`config.mk`:
```
export PLATFORM = sky130hd
export DESIGN_NAME = fpl_top
export DESIGN_NICKNAME = d
export VERILOG_FILES = /design/src/hw/fpl_pkg.sv /design/src/hw/fpl_stretch.sv /design/src/hw/fpl_top.sv
export SDC_FILE = /design/constraint.sdc
export NUM_CORES = 1
export LEC_CHECK = 0
export ABC_AREA = 1
export BUFFER_PORTS_ARGS = -buffer_cell sky130_fd_sc_hd__buf_2
export CAP_MARGIN = 25
export CORE_MARGIN = 2
export CORE_UTILIZATION = 25
export DETAILED_ROUTE_END_ITERATION = 7
export GPL_TIMING_DRIVEN = 0
export SETUP_SLACK_MARGIN = 0.2
export SKIP_CTS_REPAIR_TIMING = 1
export SYNTH_ARGS = -nofsm -noshare
export SYNTH_HDL_FRONTEND = slang
export SYNTH_SLANG_ARGS = --single-unit
```
`constraint.sdc`:
```
create_clock -name pclk -period 1.6 [get_ports pclk]
set_input_delay 0.16 -clock pclk [delete_from_list [all_inputs] [get_ports pclk]]
set_output_delay 0.16 -clock pclk [all_outputs]
set_load 0.005 [all_outputs]
```
`src/hw/fpl_pkg.sv`:
```
package fpl_pkg;

  // Clock and timing
  localparam int unsigned CLK_HZ       = 25_000_000;  // pclk rate
  localparam int unsigned TICK_US      = 1000;        // Lamp timebase period in us
  localparam int unsigned TICK_CYCLES  = (CLK_HZ / 1_000_000) * TICK_US;
  localparam int unsigned LAMP_MIN_MS  = 50;          // Least visible lamp-on time
  localparam int unsigned LAMP_MIN_TICKS = (LAMP_MIN_MS * 1000 + TICK_US - 1) / TICK_US;

  // Register map, byte addresses
  localparam int unsigned ADDR_W       = 8;
  localparam logic [7:0]  OFF_STAGE    = 8'h00;       // Progress stage, rw
  localparam logic [7:0]  OFF_STATUS   = 8'h04;       // Sticky events, w1c
  localparam logic [7:0]  OFF_MASK     = 8'h08;       // Interrupt mask, rw
  localparam logic [7:0]  OFF_LAMPS    = 8'h0C;       // Lamp state, ro

  // Reset values
  localparam logic [3:0]  MASK_RST     = 4'h0;
  localparam logic [3:0]  STATUS_RST   = 4'h0;

  // Status and mask bit positions
  localparam int unsigned EV_SYSFAIL   = 0;           // Backplane failure line rose
  localparam int unsigned EV_ACCESS    = 1;           // Remote master access began
  localparam int unsigned EV_BADSTEP   = 2;           // Refused stage write
  localparam int unsigned EV_STAGE     = 3;           // Stage accepted
  localparam int unsigned EV_N         = 4;

  // Synchronised pin inputs, index into the sync vector
  localparam int unsigned PIN_SYSFAIL  = 0;
  localparam int unsigned PIN_MODID    = 1;
  localparam int unsigned PIN_REMOTE   = 2;
  localparam int unsigned PIN_DISK     = 3;
  localparam int unsigned PIN_SPEED    = 4;
  localparam int unsigned PIN_N        = 5;

  // Startup progress states
  typedef enum logic [2:0] {
    FPL_OFF       = 3'b000,  // Unpowered
    FPL_BOOT      = 3'b001,  // Operating system boot
    FPL_SELFTEST  = 3'b010,  // Self-test and board_init_routine
    FPL_PASSED    = 3'b011,  // Self-test passed
    FPL_MGR_INIT  = 3'b100,  // resource_manager startup
    FPL_ONLINE    = 3'b101,  // Online
    FPL_FAIL_MGR  = 3'b110,  // resource_manager startup failed
    FPL_FAIL_ONL  = 3'b111   // Failed while online
  } fpl_stage_t;

  // The seven front-panel lamps
  typedef struct packed {
    logic full_speed_lamp;   // Green, processor at top clock
    logic drive;             // Yellow, hard disk busy
    logic access;            // Yellow, module id or remote access
    logic sysfail;           // Red, backplane failure line
    logic online;            // Green
    logic test;              // Green
    logic failed;            // Red, this board drives failure line
  } fpl_lamps_t;

endpackage

```
`src/hw/fpl_stretch.sv`:
```
`timescale 1ns/1ps
module fpl_stretch
  import fpl_pkg::*;
#(
  parameter int unsigned MIN_TICKS = LAMP_MIN_TICKS
) (
  input  wire logic pclk,
  input  wire logic presetn,
  input  wire logic tick,
  input  wire logic trig,
  output logic      lamp
);

  // Elaboration check: the hold counter is 16 bits wide
  if (MIN_TICKS < 1 || MIN_TICKS > 65535) begin : g_bad_ticks
    $error("fpl_stretch: MIN_TICKS out of range");
  end

  logic [15:0] remain;  // Ticks left of the hold

  // Reload while the trigger stands, count down on ticks after.
  // The hold starts only after the trigger falls, so one-cycle access pulses
  // still give at least MIN_TICKS-1 full ticks of light.
  always_ff @(posedge pclk or negedge presetn) begin
    if (!presetn) begin
      remain <= 16'h0000;
    end else if (trig) begin
      remain <= 16'(MIN_TICKS);
    end else if (tick && remain != 16'h0000) begin
      remain <= remain - 16'h0001;
    end
  end

  // Lamp register: lit during trigger and during the hold
  always_ff @(posedge pclk or negedge presetn) begin
    if (!presetn) begin
      lamp <= 1'b0;
    end else begin
      lamp <= trig || (remain != 16'h0000);
    end
  end

endmodule

```
`src/hw/fpl_top.sv`:
```
// Local design decisions: the placing of the registers and the APB slave port.
`timescale 1ns/1ps
module fpl_top
  import fpl_pkg::*;
#(
  parameter int unsigned TICK_DIV  = TICK_CYCLES,    // pclk cycles per lamp tick
  parameter int unsigned MIN_TICKS = LAMP_MIN_TICKS  // Least lamp-on time in ticks
) (
  input  wire logic              pclk,
  input  wire logic              presetn,
  // APB slave
  input  wire logic              psel,
  input  wire logic              penable,
  input  wire logic              pwrite,
  input  wire logic [ADDR_W-1:0] paddr,
  input  wire logic [31:0]       pwdata,
  output logic      [31:0]       prdata,
  output logic                   pready,
  output logic                   pslverr,
  // Backplane failure line, open drain, active low on the wire
  input  wire logic              sysfail_n_in,
  output logic                   sysfail_n_out,
  output logic                   sysfail_n_oe,
  // Status pins from the rest of the board
  input  wire logic              modid_in,
  input  wire logic              remote_access,
  input  wire logic              disk_busy,
  input  wire logic              cpu_full_speed,
  // Lamps and interrupt
  output fpl_lamps_t             lamps,
  output logic                   irq
);

  // Elaboration checks: the divider needs two states, the hold a 16-bit count
  if (TICK_DIV < 2) begin : g_bad_div
    $error("fpl_top: TICK_DIV must be at least 2");
  end
  if (MIN_TICKS < 1 || MIN_TICKS > 65535) begin : g_bad_hold
    $error("fpl_top: MIN_TICKS out of range");
  end

  //////////////////////////////////////////////////////////////////////////////
  // Pin synchronisers
  //////////////////////////////////////////////////////////////////////////////

  logic [PIN_N-1:0] pin_raw;   // Pins as they arrive
  logic [PIN_N-1:0] pin_meta;  // First stage, read only by second stage
  logic [PIN_N-1:0] pin_sync;  // Safe copies for the logic

  // Failure wire inverted here so every synced pin is active high
  assign pin_raw = {cpu_full_speed, disk_busy, remote_access, modid_in, ~sysfail_n_in};

  // Two flops per pin; all pins are asynchronous to pclk
  genvar gi;
  generate
    for (gi = 0; gi < PIN_N; gi++) begin : g_sync
      always_ff @(posedge pclk or negedge presetn) begin
        if (!presetn) begin
          pin_meta[gi] <= 1'b0;
          pin_sync[gi] <= 1'b0;
        end else begin
          pin_meta[gi] <= pin_raw[gi];
          pin_sync[gi] <= pin_meta[gi];
        end
      end
    end
  endgenerate

  logic [PIN_N-1:0] pin_prev;  // Last cycle's synced pins, for edges

  // Edge history of the synchronised pins
  // Reset value equals each pin's idle level, so no false edge follows reset
  always_ff @(posedge pclk or negedge presetn) begin
    if (!presetn) begin
      pin_prev <= '0;
    end else begin
      pin_prev <= pin_sync;
    end
  end

  //////////////////////////////////////////////////////////////////////////////
  // Lamp timebase
  //////////////////////////////////////////////////////////////////////////////

  logic [31:0] div_cnt;  // Divider count
  logic        tick;     // One-cycle enable each lamp tick

  // Free-running divider; a single enable avoids a second clock
  // Tick phase is never aligned to events; lamps only need to be visible
  always_ff @(posedge pclk or negedge presetn) begin
    if (!presetn) begin
      div_cnt <= 32'h0000_0000;
      tick    <= 1'b0;
    end else if (div_cnt == 32'(TICK_DIV - 1)) begin
      div_cnt <= 32'h0000_0000;
      tick    <= 1'b1;
    end else begin
      div_cnt <= div_cnt + 32'h0000_0001;
      tick    <= 1'b0;
    end
  end

  //////////////////////////////////////////////////////////////////////////////
  // APB decode
  //////////////////////////////////////////////////////////////////////////////

  logic setup_ph;   // First cycle of a transfer
  logic access_ph;  // Completing cycle; zero wait states
  logic hit;        // Address maps to a register
  logic wr_stage;   // Write strobes per register
  logic wr_status;
  logic wr_mask;

  assign setup_ph  = psel && !penable;
  assign access_ph = psel && penable;
  assign hit       = (paddr == OFF_STAGE) || (paddr == OFF_STATUS) ||
                     (paddr == OFF_MASK)  || (paddr == OFF_LAMPS);
  assign wr_stage  = access_ph && pwrite && (paddr == OFF_STAGE);
  assign wr_status = access_ph && pwrite && (paddr == OFF_STATUS);
  assign wr_mask   = access_ph && pwrite && (paddr == OFF_MASK);

  // Always ready; unmapped addresses answer with an error
  // A write to the read-only lamp register is dropped without an error
  assign pready  = 1'b1;
  assign pslverr = access_ph && !hit;

  //////////////////////////////////////////////////////////////////////////////
  // Startup progress state
  //////////////////////////////////////////////////////////////////////////////

  fpl_stage_t stage;       // Current progress state
  fpl_stage_t req_stage;   // Stage named by the write data
  logic       step_ok;     // Requested stage is a legal successor

  assign req_stage = fpl_stage_t'(pwdata[2:0]);

  // Only the next state in order, or a failure from the matching state.
  // A skipped or backward write is refused so the lamps never skip a code.
  always_comb begin
    step_ok = 1'b0;
    unique case (stage)
      FPL_OFF:      step_ok = (req_stage == FPL_BOOT);
      FPL_BOOT:     step_ok = (req_stage == FPL_SELFTEST);
      FPL_SELFTEST: step_ok = (req_stage == FPL_PASSED);
      FPL_PASSED:   step_ok = (req_stage == FPL_MGR_INIT);
      FPL_MGR_INIT: step_ok = (req_stage == FPL_ONLINE) ||
                              (req_stage == FPL_FAIL_MGR);
      FPL_ONLINE:   step_ok = (req_stage == FPL_FAIL_ONL);
      FPL_FAIL_MGR: step_ok = 1'b0;
      FPL_FAIL_ONL: step_ok = 1'b0;
    endcase
  end

  // Stage register, moved only by accepted writes
  // Failure states are final; only reset takes the lamps back to dark
  always_ff @(posedge pclk or negedge presetn) begin
    if (!presetn) begin
      stage <= FPL_OFF;
    end else if (wr_stage && step_ok) begin
      stage <= req_stage;
    end
  end

  logic next_drive;  // Board should pull the failure line
  logic next_test;   // Test lamp
  logic next_onl;    // Online lamp

  // Lamp code per state; failed lamp doubles as the line drive
  // Decoded once so the lamps and the line drive share one source
  always_comb begin
    next_drive = 1'b0;
    next_test  = 1'b0;
    next_onl   = 1'b0;
    unique case (stage)
      FPL_OFF:      begin end
      FPL_BOOT:     next_drive = 1'b1;
      FPL_SELFTEST: begin
        next_drive = 1'b1;
        next_test  = 1'b1;
      end
      FPL_PASSED:   next_test = 1'b1;
      FPL_MGR_INIT: begin
        next_test = 1'b1;
        next_onl  = 1'b1;
      end
      FPL_ONLINE:   next_onl = 1'b1;
      FPL_FAIL_MGR: begin
        next_drive = 1'b1;
        next_test  = 1'b1;
        next_onl   = 1'b1;
      end
      FPL_FAIL_ONL: begin
        next_drive = 1'b1;
        next_onl   = 1'b1;
      end
    endcase
  end

  //////////////////////////////////////////////////////////////////////////////
  // Failure line drive
  //////////////////////////////////////////////////////////////////////////////

  // Open drain: only ever pull low, enable says when
  // Never drives high, so two boards pulling at once cannot fight
  assign sysfail_n_out = 1'b0;

  // Same decode feeds the enable flop and the failed lamp flop, so they cannot part
  always_ff @(posedge pclk or negedge presetn) begin
    if (!presetn) begin
      sysfail_n_oe <= 1'b0;
    end else begin
      sysfail_n_oe <= next_drive;
    end
  end

  //////////////////////////////////////////////////////////////////////////////
  // Activity stretchers
  //////////////////////////////////////////////////////////////////////////////

  logic [1:0] act_trig;  // Access, drive
  logic [1:0] act_lamp;  // Stretched lamp levels

  assign act_trig[0] = pin_sync[PIN_MODID] || pin_sync[PIN_REMOTE];
  assign act_trig[1] = pin_sync[PIN_DISK];

  // One stretcher per activity lamp
  // Trade-off: a held trigger keeps the lamp lit, so a busy disk looks steady
  generate
    for (gi = 0; gi < 2; gi++) begin : g_str
      fpl_stretch #(
        .MIN_TICKS (MIN_TICKS)
      ) u_str (
        .pclk    (pclk),
        .presetn (presetn),
        .tick    (tick),
        .trig    (act_trig[gi]),
        .lamp    (act_lamp[gi])
      );
    end
  endgenerate

  //////////////////////////////////////////////////////////////////////////////
  // Lamp register
  //////////////////////////////////////////////////////////////////////////////

  // All seven lamps from flops; dark in reset
  // One extra cycle of latency keeps every lamp free of glitches
  always_ff @(posedge pclk or negedge presetn) begin
    if (!presetn) begin
      lamps <= '0;
    end else begin
      lamps.failed          <= next_drive;
      lamps.test            <= next_test;
      lamps.online          <= next_onl;
      lamps.sysfail         <= pin_sync[PIN_SYSFAIL];
      lamps.access          <= act_lamp[0];
      lamps.drive           <= act_lamp[1];
      lamps.full_speed_lamp <= pin_sync[PIN_SPEED];
    end
  end

  //////////////////////////////////////////////////////////////////////////////
  // Events, status, mask, interrupt
  //////////////////////////////////////////////////////////////////////////////

  logic [EV_N-1:0] ev_set;  // Events this cycle
  logic [EV_N-1:0] status;  // Sticky event bits
  logic [EV_N-1:0] mask;    // Interrupt enables
  logic [EV_N-1:0] clr;     // Write-one-to-clear bits

  // Edges come from the synced copies, never from the raw pins
  assign ev_set[EV_SYSFAIL] = pin_sync[PIN_SYSFAIL] && !pin_prev[PIN_SYSFAIL];
  assign ev_set[EV_ACCESS]  = pin_sync[PIN_REMOTE] && !pin_prev[PIN_REMOTE];
  assign ev_set[EV_BADSTEP] = wr_stage && !step_ok;
  assign ev_set[EV_STAGE]   = wr_stage && step_ok;
  assign clr                = wr_status ? pwdata[EV_N-1:0] : '0;

  // Set wins over a clear in the same cycle so no event is lost
  always_ff @(posedge pclk or negedge presetn) begin
    if (!presetn) begin
      status <= STATUS_RST;
    end else begin
      status <= (status & ~clr) | ev_set;
    end
  end

  // Mask register
  always_ff @(posedge pclk or negedge presetn) begin
    if (!presetn) begin
      mask <= MASK_RST;
    end else if (wr_mask) begin
      mask <= pwdata[EV_N-1:0];
    end
  end

  // Level interrupt from a flop
  // Registered, so it lags the status bit by one cycle
  always_ff @(posedge pclk or negedge presetn) begin
    if (!presetn) begin
      irq <= 1'b0;
    end else begin
      irq <= |(status & mask);
    end
  end

  //////////////////////////////////////////////////////////////////////////////
  // Read data
  //////////////////////////////////////////////////////////////////////////////

  logic [31:0] next_rdata;  // Read mux

  // Unused bits and unmapped addresses read zero
  // Reading status does not clear it; software writes ones to clear
  always_comb begin
    next_rdata = 32'h0000_0000;
    unique case (paddr)
      OFF_STAGE:  next_rdata[2:0]      = stage;
      OFF_STATUS: next_rdata[EV_N-1:0] = status;
      OFF_MASK:   next_rdata[EV_N-1:0] = mask;
      OFF_LAMPS:  next_rdata[6:0]      = lamps;
      default:    next_rdata           = 32'h0000_0000;
    endcase
  end

  // Captured in the setup cycle, so it stands through the access cycle
  always_ff @(posedge pclk or negedge presetn) begin
    if (!presetn) begin
      prdata <= 32'h0000_0000;
    end else if (setup_ph && !pwrite) begin
      prdata <= next_rdata;
    end
  end

endmodule

```
== After elaboration in Yosys (flattened, before gate mapping) ==
Index checks and enable logic that the tools add are counted.

* Word-level logic and storage cells: 107
* Flip-flop bits (word level): 106

* Add/sub/neg operators: 3
* Mux-type cells: 14
* Equal/unequal tests: 18
* Bitwise operators: 5
* Reduce and logical (&&, ||, !) cells: 38

{| class="wikitable"
|+ Operators with widths
! kind !! count
|-
| two-way mux 16 bit || 4
|-
| adder 32 x 1 -> 32 bit (second input constant) || 1
|-
| equality test 32 x 15 -> 1 bit (second input constant) || 1
|-
| two-way mux 32 bit || 1
|-
| nonzero test 16 bit || 2
|-
| subtractor 16 x 1 -> 16 bit (second input constant) || 2
|-
| equality test 3 bit (second input constant) || 8
|-
| equality test 8 x 4 -> 1 bit (second input constant) || 2
|-
| OR reduction 4 bit || 4
|-
| logical AND 1 bit || 14
|-
| equality test 3 x 2 -> 1 bit (second input constant) || 4
|-
| case mux 3 bit (4 select lines) || 1
|-
| bitwise AND 4 bit || 2
|-
| equality test 8 x 3 -> 1 bit (second input constant) || 1
|-
| zero test 8 bit || 1
|-
| logical OR 1 bit || 7
|-
| case mux 1 bit (7 select lines) || 1
|-
| equality test 3 x 1 -> 1 bit (second input constant) || 2
|-
| zero test 1 bit || 6
|-
| two-way mux 1 bit || 4
|-
| two-way mux 4 bit || 1
|-
| NOT 4 bit || 1
|-
| bitwise OR 4 bit || 1
|-
| nonzero test 2 bit || 2
|-
| 5 further kinds || 5
|}

== Logic depth before layout (Yosys ltp) ==
Gate-level depths: netlist of the first run.

* Word-level depth: 7
* Mapped depth: 11
* Depth with buffers taken out: 11

== Hierarchy ==
Synthesis of the first run repeated with hierarchy kept, for this count alone.

* Cell total of the unflattened synthesis: 775
* Area, all modules: 5939.4 um2

{| class="wikitable"
|+ Modules (own cells, without submodules)
! module !! area an instance (um2) !! times used !! cells an instance
|-
| fpl_top || 3776.1 || 1 || 459
|-
| fpl_stretch (g_str[1].u_str) || 1086.0 || 1 || 158
|-
| fpl_stretch (g_str[0].u_str) || 1077.3 || 1 || 158
|}

== Worst setup path before layout of the first run ==
OpenSTA, ideal clock, no wires.

* Path type: register -> register
* From: reg div_cnt[0]
* To: reg div_cnt[26]
* Stages on the path, launching flop included: 11
* Required time: 1.482 ns
* Setup time: 0.118 ns
* Arrival time: 1.327 ns
* Period minus slack after synthesis: 1.445 ns
* Setup slack: 0.155 ns
* Cell sequence: dfrtp_1 -> ha_1 -> nand2_1 -> nor2_4 -> inv_2 -> nor2_4 -> nand2_1 -> inv_1 -> nand2_1 -> xor2_1 -> inv_1

* Word-level cells in the longest chain between the ends: 2

{| class="wikitable"
|+ Ends and longest elaborated chain
! what !! RTL line !! RTL
|-
| from (decl) || fpl_top.sv:85 || <nowiki>logic [31:0] div_cnt;</nowiki>
|-
| from (signal assigned) || fpl_top.sv:98 || <nowiki>div_cnt <= div_cnt + 32'h0000_0001;</nowiki>
|-
| adder 32 x 1 -> 32 bit / equality test 32 x 15 -> 1 bit (equally long branches) || fpl_top.sv:98, fpl_top.sv:94 ||
|-
| two-way mux 32 bit (*) || fpl_top.sv:94 || <nowiki>end else if (div_cnt == 32'(TICK_DIV - 1)) begin</nowiki>
|}

Mark *: on every way between the ends. The rest lies on a longest branch, timed or not.
A chain may end at the register's enable or synchronous reset.

== Final worst setup path of the first run ==
* From: reg div_cnt[1]
* To: reg div_cnt[26]

Same word-level chain as after synthesis.

==> results of run 1 <==
## kinds of logic (layout without fill, tap and decap cells)
family | Yosys count | count (layout) | share of synthesized area, %
AND/OR/NAND/NOR | 433 | 433 | 32.0
buffers and inverters | 149 | 284 | 11.8
flip-flops | 104 | 104 | 45.0
AO/OA/AOI/OAI | 59 | 59 | 5.30
XOR/XNOR | 31 | 31 | 4.69
adder cells (fa/ha/maj) | 5 | 5 | 1.08
other | 2 | 27 | 0.130
## per-layer routing
layer | up-vias | share of wire (%)
met3 | 34 | 6.0
met1 | 2560 | 43
met4 | 0 | 2.3
li1 | 2730 | -
met2 | 197 | 49
met5 | - | 0
## layout by cell type (no fill, tap or decap), drive strengths merged, types with 2 or more instances in the layout
cell type	instances
or2	3
nor3	39
buf	148
dfrtp	104
nand3b	2
a21oi	4
nand4	16
clkbuf	11
conb	27
dlygate4sd3	6
ha	5
o22ai	3
xor2	28
nand3	62
inv	113
clkinv	5
nand2	196
o21ai	49
xnor2	3
nor4	3
nor2	111
## cells in the mapped netlist, drive strengths merged
library cell  count  area share [%]
inv             110             7.1
nor3b             1            0.13
nor2            111             7.6
xor2             28             4.2
nand2           196              13
nand4            16             1.7
o211ai            1            0.13
a21o              1            0.13
ha                5             1.1
clkbuf            2            0.13
xnor2             3            0.45
nand3b            2            0.26
nor4              3            0.32
o21ai            49             4.2
nor3             39             3.4
buf              35             4.4
o22ai             3            0.32
conb              2            0.13
a21oi             4            0.35
nand3            62             5.4
or2               3            0.32
o21bai            1            0.13
dfrtp           104              45
clkinv            2            0.15
## how the worst min path moves through the flow
| stage | from | endpoint | slack [ns] | cells after the start |
|---|---|---|---|---|
| 5_1_grt | pwdata[3] | mask[3] | 0.05 | 3 |
| 3_3_place_gp | modid_in | pin_meta[1] | 0.27 | 1 |
| 2_1_floorplan | presetn | act_trig[1] | -0.14 | 0 |
| 4_1_cts | presetn | prdata[2] | -0.17 | 1 |
| 3_5_place_dp | presetn | prdata[2] | 0.23 | 1 |
| 6_report | pwdata[3] | mask[3] | 0.05 | 3 |
## flip-flops by register name, summed over array words and instances, names as in the netlist
register	flops
status	4
stage	3
mask	4
act_trig	1
irq	1
pin_prev	2
pin_sync	4
tick	1
pin_meta	5
prdata	7
g_str.u_str.lamp	2
g_str.u_str.remain	32
lamps	6
div_cnt	32
## power breakdown
group	total, uW	switching, uW	internal, uW
combinational	413	238	176
sequential	2680	24.6	2660
clock	2280	1160	1120
total	5380	1420	3960
## tightest hold or removal path: stages
cell and delay [ns]:
buf_2 0.10, nand2_1 0.05, o21ai_0 0.07
## metrics by stage
step	cells	TNS (ns)	setup slack [ns]	power, uW	cell area, sq um
after floorplan	808	0	0.201	2900	5900
after global placement	1131	-86.97	-0.843	3030	6440
after detailed placement	1132	-0.265	-0.0427	3040	6470
after CTS	1148	-0.509	-0.0879	5340	6780
after global routing	1228	-1.28	-0.127	5620	8230
final	1228	-0.111	-0.0516	5380	8230
## final cells by class
class                   count  share of cell area, %
flip-flops and latches    104                   32.0
plain buffers              37                   3.41
clock buffers               9                   2.74
well taps                 285                   4.33
clock inverters             7                  0.988
multi-input cells         555                   40.5
repair buffers            119                   10.6
inverters                 112                   5.40
==> results.md, run 1 <==
- Post-synth cell types: 32
- Clock latency on the worst-skew pair: 0.36 ns
- TritonCTS clock tree: done
- Final setup margin: -0.0516 ns
- RR Endpoint: div_cnt[26]
- VDD IR max: 0.387 mV
- Violated checks: negative setup slack
- Least-Margin Pin Slew: 0.825 ns
- Hold WS: 0.0547 ns
- Max Clk Rate: 605 MHz
- Final count of negative-setup-slack endpoints: 5
- Routability cong.: 0.903
- Via count: 5521
- Cell Pwr Density: 654 nW/um^2
- Die ar.: 24400 sq um
- Met3 Use GR: 3.03%
- WP depth: 10
- Worst-path clk slew: 0.08 ns
- Hold violation count in the final report: 0
- Worst Setup Path Type: flip-flop to flip-flop
- Arr. time, crit path: 1.90 ns
- Num CTS Buffers: 9
- Mapped Cells: 783
- CP top delay family: simple AND/OR/NAND/NOR gates
- Initial antenna violation count: 0
- Core Region: 22700 sq um
- Final min period: 1.65 ns
- Std cell rows: 55
- All-Layer GR Usage: 10.8%
- First-pass GRT wire length: 21300 um
- Initial core utilization: 25.5%
- Remaining DRCs: 0
- CTS Root Cell: clkbuf_16
- Port Buffer Count: 38
- CP max FO: 4
- Worst setup path startpoint: div_cnt[1]
- Synth Area per Inst: 7.39 sq um
- Crit Reg-Reg Startpoint: div_cnt[1]
- CP Capture Point: div_cnt[26]
- Syn. warnings: 0
- Critical Path Start Type: flip-flop
- Kind of end point of the critical path: flip-flop
- H-tree depth: 3
- Sequential area share after synthesis: 45.0%
- Fillcell total: 2271
- Worst Path Required: 1.85 ns
- Clock Path Buffers: 2
- Layout Skew: 0.00864 ns
- # diodes: 0
- Largest net degree at the start of global routing: 59
- Multi-input gate area: 3340 sq um
- Clk sinks: 104
- Crit share post-route: 103%
- DRT antenna net count: 0
- WP buf/inv: 3
- Post-DP HPWL: 9440 um
- DRT Pass-1 Iters: 7
- Wire length per cell: 12.7 um
- Area growth syn-to-layout: 42.1%
- Slew headroom: 44.6%
- Met2 Use GR: 17.6%
- # nets final: 993
- Routed WL: 15600 um
- Worst R2R Setup Slack: -0.05 ns
- Vias per cell: 4.50
- Worst-case reg-to-reg path depth: 10
- CP max-delay cell: dfrtp_1
- Die Y: 156 um
- GR peak layer: met2
- Top Ports: 94
- Iter 0 DRT Violations: 395
- Slowest stage delay, CP: 0.43 ns
- Worst hold path type: input pin to flip-flop
- Unrepaired setup endpoints after global routing: true
- Vias in the first global route: 4506
- Crit-path cells: ha_4, nand2_4, nor2_4, inv_2, nor2_4, nand2_2, inv_2, nand2_2, xor2_1, inv_1
- Met1 Resource Use GR: 14.1%
- Final Max Slew Viols: 0
- Mapped Area: 5790 sq um
- Share of layout cells above drive strength 1: 38.9%
- Maxcap violations: 0
- Die width: 156 um
- Synthesis-stage register bit count: 104
- Lkg Pwr: 0.00403 uW
- Status: complete, but fails checks
- Final Util: 36.2%
- Reg area: 2630 sq um
- GRT Residual Overflow: 0
Power figures use the tool's default switching activity.
==> run 2: changes to the inputs <==
--- a/config.mk
+++ b/config.mk
@@ -9,11 +9,12 @@
 export BUFFER_PORTS_ARGS = -buffer_cell sky130_fd_sc_hd__buf_2
 export CAP_MARGIN = 25
 export CORE_MARGIN = 2
-export CORE_UTILIZATION = 25
+export CORE_UTILIZATION = 35
 export DETAILED_ROUTE_END_ITERATION = 7
 export GPL_TIMING_DRIVEN = 0
 export SETUP_SLACK_MARGIN = 0.2
 export SKIP_CTS_REPAIR_TIMING = 1
+export SLEW_MARGIN = 20
 export SYNTH_ARGS = -nofsm -noshare
 export SYNTH_HDL_FRONTEND = slang
 export SYNTH_SLANG_ARGS = --single-unit
==> results.md, run 2 (synthesis results as in run 1) <==
- Status: finished clean
- Cell Count Post-Placement: 1067
- Post-route insts no fill: 1150
- Met3 Use GR: 3.79%
- Final Power: 5240 uW
- Final Util: 48.4%
- Share of layout cells above drive strength 1: 34.8%
- Worst hold path type: input pin to flip-flop
- Layout Skew: 0.00559 ns
- Clock Path Buffers: 2
- TritonCTS clock tree: done
- Vias in the first global route: 4505
- Worst Path Required: 1.84 ns
- Remaining DRCs: 0
- Area growth syn-to-layout: 36.6%
- Port Buffer Count: 38
- H-tree depth: 3
- Final Max Slew Viols: 0
- Least-Margin Pin Slew: 0.687 ns
- GR peak layer: met2
- DRT Pass-1 Iters: 5
- # diodes: 0
- GRT Residual Overflow: 0
- Kind of end point of the critical path: flip-flop
- Slew headroom: 53.9%
- All-Layer GR Usage: 15.1%
- Initial antenna violation count: 0
- Met2 Use GR: 23.9%
- # nets final: 980
- Core Region: 16300 sq um
- Initial core utilization: 35.4%
- Arr. time, crit path: 1.82 ns
- Die width: 133 um
- Via count: 5363
- Die ar.: 17600 sq um
- Largest net degree at the start of global routing: 71
- Worst-path clk slew: 0.07 ns
- Crit share post-route: 99.0%
- Final min period: 1.58 ns
- Critical Path Start Type: flip-flop
- Clock latency on the worst-skew pair: 0.36 ns
- Post-DP HPWL: 9560 um
- Max Clk Rate: 631 MHz
- Iter 0 DRT Violations: 347
- Num CTS Buffers: 9
- Routability cong.: 0.906
- Final setup margin: 0.0164 ns
- Routed WL: 14500 um
- Biggest registers after layout: div_cnt: 32 flops, g_str.u_str.remain: 32 flops, prdata: 7 flops
- VDD IR max: 0.560 mV
- Worst Setup Path Type: flip-flop to flip-flop
- Lkg Pwr: 0.00392 uW
- Top Ports: 94
- Unrepaired setup endpoints after global routing: true
- CTS Root Cell: clkbuf_16
- Hold WS: 0.0389 ns
- Final count of negative-setup-slack endpoints: 0
- Clk sinks: 104
- Wire length per cell: 12.6 um
- Vias per cell: 4.66
- First-pass GRT wire length: 21500 um
- Met1 Resource Use GR: 20.5%
- CP max FO: 4
- DRT antenna net count: 0
- Cell Pwr Density: 662 nW/um^2
- Die Y: 133 um
- Std cell rows: 47
- Maxcap violations: 0
- Fillcell total: 1567
- Most frequent cells in the layout: nand2_1 (150), inv_1 (90), dfrtp_1 (87)
- Worst slack, placed: -0.0660 ns
- Hold violation count in the final report: 0
- Commonest non-fill, non-tap cell in the layout: nand2_1
==> run 2: final cells by class <==
type                    count  area, sq um  area share, %
plain buffers              37          288           3.64
multi-input cells         555         3200           40.5
repair buffers            106          802           10.1
inverters                 112          437           5.52
clock buffers              10          239           3.02
flip-flops and latches    104         2620           33.2
well taps                 220          275           3.48
clock inverters             6         43.8          0.554
==> run 2: per-stage QoR <==
stage / TNS (ns) / area (sq um)
final: 0 / 7910
after global routing: -0.908 / 7910
after CTS: -0.626 / 6680
after detailed placement: -0.366 / 6400
after floorplan: 0 / 5900
after global placement: -85.47 / 6360
==> run 2: worst max-delay path, stage by stage (launching register included) <==
cell and delay (ns):
dfrtp_1 0.41, ha_4 0.19, nand2_4 0.06, nor2_4 0.18, inv_4 0.06, nor2_4 0.15, inv_1 0.07, nor2_2 0.12
nand2_1 0.08, xor2_1 0.14
==> run 2: worst paths after layout <==
kind	startpoint	end	slack (ns)	cells after the start
max	div_cnt[0]	div_cnt[30]	0.02	9
min	pwdata[3]	mask[3]	0.04	3
max reg2reg	div_cnt[0]	div_cnt[30]	0.02	9
min reg2reg	pin_meta[1]	pin_sync[1]	0.35	0
max in group asynchronous	presetn	stage[0]	0.68	3
min in group asynchronous	presetn	g_str[0].u_str.remain[10]	0.25	2
==> run 2: power by group <==
group	internal [uW]	switching, uW	leakage [uW]
sequential	2660	27.9	0.00130
clock	1100	1020	0.000127
combinational	188	241	0.00249
total	3950	1290	0.00392
==> run 2: per-layer routing <==
metal / part of all wire [%] / wire length [um]
met5: 0 / 0
met4: 1.8 / 263
met1: 46 / 6660
met3: 5.4 / 780
met2: 47 / 6830
